--- src/hdl/drif_pkg.sv ---
// ****************************************************************
// constants of the distance result interrupt filter
// ****************************************************************
package drif_pkg;

  // widths and zone count
  localparam int ZONES   = 18;
  localparam int DIST_W  = 16;
  localparam int ADDR_W  = 8;
  localparam int DATA_W  = 8;
  localparam int ST_W    = 2;
  localparam int MASK2_W = 2;

  // threshold and zone configuration bytes
  localparam logic [ADDR_W-1:0] ADDR_FAR_LO   = 8'h28;
  localparam logic [ADDR_W-1:0] ADDR_FAR_HI   = 8'h29;
  localparam logic [ADDR_W-1:0] ADDR_NEAR_LO  = 8'h2a;
  localparam logic [ADDR_W-1:0] ADDR_NEAR_HI  = 8'h2b;
  localparam logic [ADDR_W-1:0] ADDR_ZONE_B0  = 8'h2c;
  localparam logic [ADDR_W-1:0] ADDR_ZONE_B1  = 8'h2d;
  localparam logic [ADDR_W-1:0] ADDR_ZONE_B2  = 8'h2e;
  localparam logic [ADDR_W-1:0] ADDR_PERSIST  = 8'h2f;
  localparam logic [ADDR_W-1:0] ADDR_CFG_LAST = 8'h2f;

  // interrupt and control block
  localparam logic [ADDR_W-1:0] ADDR_IRQ_STATUS = 8'h40;
  localparam logic [ADDR_W-1:0] ADDR_IRQ_MASK   = 8'h41;
  localparam logic [ADDR_W-1:0] ADDR_CONTROL    = 8'h42;
  localparam logic [ADDR_W-1:0] ADDR_RUN_COUNT  = 8'h43;

  // field positions
  localparam int ST_RESULT      = 0;
  localparam int ST_DROPPED     = 1;
  localparam int CTRL_HIRES_BIT = 0;

  // reset value and run counter step
  localparam logic [DATA_W-1:0] RST_BYTE = 8'h00;
  localparam logic [DATA_W-1:0] RUN_ONE  = 8'h01;

endpackage

--- src/hdl/drif_top.sv ---
// The address-and-strobe port was decided locally.
`timescale 1ns/1ps
// How it works
// Outside high-resolution mode a result interrupt needs some object farther than the far limit.
// Outside high-resolution mode a result interrupt needs some object nearer than the near limit.
// Outside high-resolution mode a result interrupt needs a detection in an enabled zone.
// The zone enable mask is 18 bits, bit n for zone n+1, bits 16-17 in the third mask byte.
// The far limit is 16 bits, low byte at the lower address, high byte next, both reset to 0.
// The near limit is 16 bits, low byte at the lower address, high byte next, both reset to 0.
// In high-resolution mode no qualification happens and bytes 0x28 to 0x2f are ignored.
// The persistence value counts the consecutive in-range measurements needed before the one that raises an interrupt.
// Persistence 0 fires on every in-range measurement, persistence 1 needs two in a row.
// The three conditions are ANDed per zone and the zones ORed, once per completed result, before the interrupt is raised.
module drif_top (
  input  wire logic                                       mclk,
  input  wire logic                                       reset,
  input  wire logic [drif_pkg::ADDR_W-1:0]                reg_addr,
  input  wire logic [drif_pkg::DATA_W-1:0]                reg_wdata,
  input  wire logic                                       reg_wr,
  input  wire logic                                       reg_rd,
  output logic      [drif_pkg::DATA_W-1:0]                reg_rdata,
  input  wire logic                                       result_valid,
  input  wire logic [drif_pkg::ZONES-1:0]                 zone_detect,
  input  wire logic [drif_pkg::ZONES*drif_pkg::DIST_W-1:0] zone_distance,
  output logic                                            irq
);

  // ****************************************************************
  // state
  // ****************************************************************
  typedef struct packed {
    logic [drif_pkg::DIST_W-1:0] far_limit;
    logic [drif_pkg::DIST_W-1:0] near_limit;
    logic [drif_pkg::ZONES-1:0]  zone_mask;
    logic [drif_pkg::DATA_W-1:0] persist;
    logic                        hires;
    logic [drif_pkg::ST_W-1:0]   status;
    logic [drif_pkg::ST_W-1:0]   imask;
    logic [drif_pkg::DATA_W-1:0] run;
    logic [drif_pkg::DATA_W-1:0] rdata;
  } drif_state_s;

  drif_state_s                state_r;
  drif_state_s                state_nxt;
  logic [drif_pkg::ZONES-1:0] z_far;
  logic [drif_pkg::ZONES-1:0] z_near;
  logic [drif_pkg::ZONES-1:0] z_armed;
  logic [drif_pkg::ZONES-1:0] z_hit;
  logic                       any_far;
  logic                       any_near;
  logic                       any_armed;
  logic                       any_hit;
  logic                       cfg_sel;
  logic                       cfg_wr;
  logic                       fire;
  logic                       drop;
  logic                       persist_wr;

  // ****************************************************************
  // zone comparators
  // ****************************************************************
  // one comparator per zone, mask bit n gates zone n+1
  genvar gi;
  generate
    for (gi = 0; gi < drif_pkg::ZONES; gi++) begin : g_zone
      drif_zone_cmp u_cmp (
        .enable      (state_r.zone_mask[gi]),
        .detect      (zone_detect[gi]),
        .distance    (zone_distance[gi*drif_pkg::DIST_W +: drif_pkg::DIST_W]),
        .far_limit   (state_r.far_limit),
        .near_limit  (state_r.near_limit),
        .beyond_far  (z_far[gi]),
        .within_near (z_near[gi]),
        .armed       (z_armed[gi]),
        .hit         (z_hit[gi])
      );
    end
  endgenerate

  // summary of the current result
  assign any_far   = |z_far;
  assign any_near  = |z_near;
  assign any_armed = |z_armed;
  assign any_hit   = |z_hit;

  // ****************************************************************
  // qualification and persistence
  // ****************************************************************
  // configuration writes are blocked in high-resolution mode
  assign cfg_sel = (reg_addr >= drif_pkg::ADDR_FAR_LO) && (reg_addr <= drif_pkg::ADDR_CFG_LAST);
  assign cfg_wr  = reg_wr && cfg_sel && !state_r.hires;

  // a new persistence setting starts a fresh run, so the count never overshoots it
  assign persist_wr = cfg_wr && (reg_addr == drif_pkg::ADDR_PERSIST);

  // decide per completed result whether it raises the interrupt
  always_comb begin
    fire = 1'b0;
    drop = 1'b0;
    if (result_valid) begin
      if (state_r.hires) begin
        fire = 1'b1;
      end else if (any_hit && (state_r.run >= state_r.persist)) begin
        fire = 1'b1;
      end else if (!any_hit) begin
        drop = 1'b1;
      end
    end
  end

  // ****************************************************************
  // next state
  // ****************************************************************
  always_comb begin
    state_nxt       = state_r;
    state_nxt.rdata = drif_pkg::RST_BYTE;
    // register read, data stands one cycle later
    if (reg_rd) begin
      case (reg_addr)
        drif_pkg::ADDR_FAR_LO:     state_nxt.rdata = state_r.far_limit[7:0];
        drif_pkg::ADDR_FAR_HI:     state_nxt.rdata = state_r.far_limit[15:8];
        drif_pkg::ADDR_NEAR_LO:    state_nxt.rdata = state_r.near_limit[7:0];
        drif_pkg::ADDR_NEAR_HI:    state_nxt.rdata = state_r.near_limit[15:8];
        drif_pkg::ADDR_ZONE_B0:    state_nxt.rdata = state_r.zone_mask[7:0];
        drif_pkg::ADDR_ZONE_B1:    state_nxt.rdata = state_r.zone_mask[15:8];
        drif_pkg::ADDR_ZONE_B2:    state_nxt.rdata = {6'h00, state_r.zone_mask[17:16]};
        drif_pkg::ADDR_PERSIST:    state_nxt.rdata = state_r.persist;
        drif_pkg::ADDR_IRQ_STATUS: state_nxt.rdata = {6'h00, state_r.status};
        drif_pkg::ADDR_IRQ_MASK:   state_nxt.rdata = {6'h00, state_r.imask};
        drif_pkg::ADDR_CONTROL:    state_nxt.rdata = {7'h00, state_r.hires};
        drif_pkg::ADDR_RUN_COUNT:  state_nxt.rdata = state_r.run;
        default:                   state_nxt.rdata = drif_pkg::RST_BYTE;
      endcase
    end
    // configuration byte writes
    if (cfg_wr) begin
      case (reg_addr)
        drif_pkg::ADDR_FAR_LO:  state_nxt.far_limit[7:0]   = reg_wdata;
        drif_pkg::ADDR_FAR_HI:  state_nxt.far_limit[15:8]  = reg_wdata;
        drif_pkg::ADDR_NEAR_LO: state_nxt.near_limit[7:0]  = reg_wdata;
        drif_pkg::ADDR_NEAR_HI: state_nxt.near_limit[15:8] = reg_wdata;
        drif_pkg::ADDR_ZONE_B0: state_nxt.zone_mask[7:0]   = reg_wdata;
        drif_pkg::ADDR_ZONE_B1: state_nxt.zone_mask[15:8]  = reg_wdata;
        drif_pkg::ADDR_ZONE_B2: state_nxt.zone_mask[17:16] = reg_wdata[1:0];
        drif_pkg::ADDR_PERSIST: state_nxt.persist          = reg_wdata;
        default:                state_nxt.persist          = state_r.persist;
      endcase
    end
    // interrupt and control registers
    if (reg_wr) begin
      case (reg_addr)
        drif_pkg::ADDR_IRQ_STATUS: state_nxt.status = state_r.status & ~reg_wdata[1:0];
        drif_pkg::ADDR_IRQ_MASK:   state_nxt.imask  = reg_wdata[1:0];
        drif_pkg::ADDR_CONTROL:    state_nxt.hires  = reg_wdata[drif_pkg::CTRL_HIRES_BIT];
        default:                   state_nxt.imask  = state_r.imask;
      endcase
    end
    // consecutive in-range run counter
    if (result_valid) begin
      if (state_r.hires || fire || !any_hit) begin
        state_nxt.run = drif_pkg::RST_BYTE;
      end else begin
        state_nxt.run = 8'(state_r.run + drif_pkg::RUN_ONE);
      end
    end
    // a persistence write wins over a result in the same cycle
    if (persist_wr) begin
      state_nxt.run = drif_pkg::RST_BYTE;
    end
    // events set after clear so a set in the clearing cycle wins
    if (fire) begin
      state_nxt.status[drif_pkg::ST_RESULT] = 1'b1;
    end
    if (drop) begin
      state_nxt.status[drif_pkg::ST_DROPPED] = 1'b1;
    end
  end

  // ****************************************************************
  // registers and outputs
  // ****************************************************************
  // single state register, all fields clear at reset
  always_ff @(posedge mclk) begin
    if (reset) begin
      state_r <= '0;
    end else begin
      state_r <= state_nxt;
    end
  end

  // level interrupt while any unmasked status bit is set
  assign irq       = |(state_r.status & state_r.imask);
  assign reg_rdata = state_r.rdata;
endmodule

--- src/hdl/drif_zone_cmp.sv ---
`timescale 1ns/1ps
// ****************************************************************
// per-zone limit comparison
// ****************************************************************
module drif_zone_cmp (
  input  wire logic                        enable,
  input  wire logic                        detect,
  input  wire logic [drif_pkg::DIST_W-1:0] distance,
  input  wire logic [drif_pkg::DIST_W-1:0] far_limit,
  input  wire logic [drif_pkg::DIST_W-1:0] near_limit,
  output logic                             beyond_far,
  output logic                             within_near,
  output logic                             armed,
  output logic                             hit
);

  // only a detected object has a meaningful distance
  assign beyond_far  = detect && (distance > far_limit);
  assign within_near = detect && (distance < near_limit);
  assign armed       = enable && detect;
  assign hit         = armed && beyond_far && within_near;

endmodule

--- config.mk ---
export PLATFORM = sky130hd
export DESIGN_NAME = drif_top
export DESIGN_NICKNAME = d
export VERILOG_FILES = /design/src/hdl/drif_pkg.sv /design/src/hdl/drif_top.sv /design/src/hdl/drif_zone_cmp.sv
export SDC_FILE = /design/constraint.sdc
export NUM_CORES = 1
export LEC_CHECK = 0
export ABC_AREA = 1
export BUFFER_PORTS_ARGS = -buffer_cell sky130_fd_sc_hd__buf_2
export CELL_PAD_IN_SITES_DETAIL_PLACEMENT = 0
export CELL_PAD_IN_SITES_GLOBAL_PLACEMENT = 2
export CORE_MARGIN = 5
export CORE_UTILIZATION = 28
export CTS_CLUSTER_SIZE = 30
export DETAILED_ROUTE_END_ITERATION = 16
export GPL_TIMING_DRIVEN = 0
export PLACE_DENSITY = 0.81
export SETUP_SLACK_MARGIN = 0.3
export SLEW_MARGIN = 20
export SYNTH_ARGS = -nofsm -noshare
export SYNTH_HDL_FRONTEND = slang
export SYNTH_SLANG_ARGS = --single-unit
export TNS_END_PERCENT = 5
--- constraint.sdc ---
create_clock -name mclk -period 2.3 [get_ports mclk]
set_input_delay 0.115 -clock mclk [delete_from_list [all_inputs] [get_ports mclk]]
set_output_delay 0.115 -clock mclk [all_outputs]
set_load 0.01 [all_outputs]
==> run_results.csv <==
group,metric,value,unit
status,outcome,"finished, violations left",
status,violations,"setup timing",
cts,clkTransAtPathRegs,0.06,ns
timing,slew_headroom,0.459,
timing,worst_slack,-0.270,ns
timing,period_needed,2.57,ns
global_routing,grt_max_degree,21,
cts,clk_latency,0.34,ns
pwr,vdd_drop_max,0.319,mV
die,io-pin-count,336,
cells_and_area,nFillCells,6301,
synthesis,synth_edf_count,0,
global_routing,gr-usage-met2,0.404,
drt,wl_per_cell,21.5,um
synthesis,ys_seq_area_frac,0.0955,
synthesis,synthCells,2418,
synthesis,synth_cell_type_count,35,
drt,drt_iter0_drc,987,
global_routing,antenna_found_initial,18,
drt,drc,0,
worst_setup_path,cp_data_arrival_time,2.80,ns
worst_setup_path,setup.worst_path.end_class,"flop",
timing,fin_crit_sh,1.12,
place,dp_cells,3536,
cts,cts_tree,"yes",
cells_and_area,seq_area,1630,um^2
timing,finalHoldViolations,0,
worst_setup_path,start_kind,"flop",
cells_and_area,drive_gt1_frac,0.190,
worst_setup_path,critPathRequiredTime,2.53,ns
global_routing,top_usage_layer,"met2",
place,port-buffer-count,334,
cts,clock-sinks,79,
min_path,hp-class,"input pin to flop",
synthesis,avgSynthCellArea,6.85,um^2
die,die_height,253,um
place,dp_hpwl,58.2,mm
synthesis,syn_nets,3312,
drt,viasPerCell,5.07,
worst_setup_path,critPathKind,"flop to flop",
synthesis,synth_top_cell_area_share,0.428,
place,placed_cell_area,19400,um^2
drt,dr.pass1.iters,6,
drt,ant_nets,0,
cells_and_area,final_common_cell,"nand2_1",
die,die_x,253,um
die,row_count,89,
global_routing,grt_pass1_vias,17731,
worst_setup_path,reg2reg_slack,-0.27,ns
cells_and_area,final_nets,3692,
cts,clockBufferDepth,2,
pwr,cellPowerDensity,223,nW/um^2
die,core-area,58800,um^2
synthesis,synth_area_leader_cell,"ha_1",
cells_and_area,most-common-layout-cells,"nand2_1, ha_1, buf_2, a21oi_1, inv_1",
timing,fmaxAchievable,389,MHz
timing,setup_violations,10,
cts,htreeDepth,3,
synthesis,async_flop_share,0,
global_routing,overflow,0,
cts,root_buffer,"clkbuf_16",
global_routing,grt_first_pass_wirelength,109,mm
job,drv_cap,0,
global_routing,grt_use_met3,0.0402,
die,initial_utilization,0.282,
cells_and_area,multi_input_area,14300,um^2
synthesis,ys_seq_elements,79,
cts,cts-buffers-inserted,9,
cells_and_area,syn_to_final_growth,25.7,%
cells_and_area,final_area,20800,um^2
timing,skew,0.00985,ns
cells_and_area,finalNonFillerCells,3586,
timing,worst_pin_slew,0.790,ns
global_routing,grtUsageTotal,0.228,
pwr,leakage,10.3,nW
die,die-area,64100,um^2
synthesis,yosys_warnings,0,
synthesis,syn_area,16600,um^2
timing,rsz0062_at_grt,"true",
drt,vias,18192,
worst_setup_path,worstPathMaxFanout,10,
synthesis,synth_area_leaders,"ha_1, nand2_1, dfxtp_1",
drt,wl,76.9,mm
timing,finalMaxSlewViolations,0,
global_routing,use_met1,0.283,
timing,hold_ws,0.118,ns
synthesis,synth_flop_cell,"dfxtp_1",
place,place_congestion,0.901,
==> per-layer routing <==
| layer | up-vias | part of all wire |
|---|---|---|
| li1 | 9164 | - |
| met1 | 8268 | 0.42 |
| met2 | 601 | 0.48 |
| met3 | 143 | 0.068 |
| met4 | 16 | 0.031 |
| met5 | - | 0.0011 |
==> through the flow <==
stage / power (mW) / TNS [ns] / worst slack [ns] / util
global placement: 3.08 / -16.13 / -1.51 / 0.327
finish: 4.65 / -2.36 / -0.270 / 0.354
floorplan: 2.43 / 0 / 0.133 / -
CTS: 4.64 / -2.32 / -0.263 / 0.351
detailed placement: 3.16 / -8.66 / -0.888 / 0.331
global route: 5.01 / -3.89 / -0.407 / 0.354
==> worst max-delay path, cell delays in order, from the launching register on <==
cell and delay (ns):
dfxtp_4 0.38, buf_12 0.14, inv_8 0.12, ha_1 0.28
nand2_1 0.13, nor2_1 0.06, nor3b_1 0.24, nand2_1 0.10
nor2_1 0.10, nand3_1 0.09, nand2_2 0.09, nor2_1 0.05
nand2_1 0.05, nor2_1 0.04, nand2_2 0.14, nand2_1 0.07
nand2_1 0.08, nand2_2 0.09, nand2_4 0.12, nor2_1 0.06
==> state kept, by name (all words and copies together), names as in the netlist <==
| signal | cells |
|---|---|
| reg_rdata | 8 |
| state_r | 71 |
==> Yosys cell counts, types with 2 or more instances <==
master	count
and3_1	8
nor3_1	21
a2111oi_0	5
nand2_2	2
buf_2	5
a211oi_1	11
nor2_1	212
nand4_1	47
inv_1	260
nor3b_1	7
ha_1	567
dfxtp_1	79
o221ai_1	5
nand2_1	619
nand3_1	60
o21a_1	20
inv_2	4
nor2_2	4
nor4_1	17
o22ai_1	13
buf_4	9
xor2_1	4
o21bai_1	23
xnor2_1	3
clkbuf_1	10
a21oi_1	277
o21ai_0	113
a21boi_1	2
a221oi_1	5
==> where the power goes <==
part | internal [mW] | switching, mW | leakage [nW] | total [mW]
Sequential | 1.36 | 0.00291 | 0.649 | 1.36
Clock | 0.889 | 0.576 | 0.151 | 1.46
Combinational | 0.796 | 1.03 | 9.47 | 1.82
Total | 3.04 | 1.61 | 10.3 | 4.65
==> final timing paths <==
path | startpoint | to | depth (start not counted)
setup / recovery | state_r[62] | state_r[13] | 19
hold / removal | reg_wr | state_r[20] | 3
setup reg to reg | state_r[62] | state_r[13] | 19
hold reg to reg | state_r[16] | state_r[16] | 2
==> cells by family after synthesis <==
logic type | Yosys count | share of synthesized area
AO/OA/AOI/OAI | 475 | 0.157
XOR/XNOR | 7 | 0.00370
flip-flops | 79 | 0.0955
buffers and inverters | 289 | 0.0684
AND/OR/NAND/NOR | 1001 | 0.248
adder cells (fa/ha/maj) | 567 | 0.428
==> what timing repair did <==
action / CTS / global route
gates resized for setup: 177 / 30
cloned: 5 / 1
setup endpoints to repair: 14 / 10
buffers inserted: 15 / 3
pin swaps: 44 / 22
hold buffers: 0 / 0
==> layout make-up <==
cell class	count	share of cell area
diodes	11	0.00132
plain buffers	25	0.00679
clock buffers	11	0.0121
clock inverters	4	0.00216
inverters	264	0.0588
multi-input cells	2050	0.685
flip-flops and latches	79	0.0783
well taps	773	0.0464
repair buffers	366	0.107
repair inverters	3	0.00186
(Power assumes the default switching activity.)
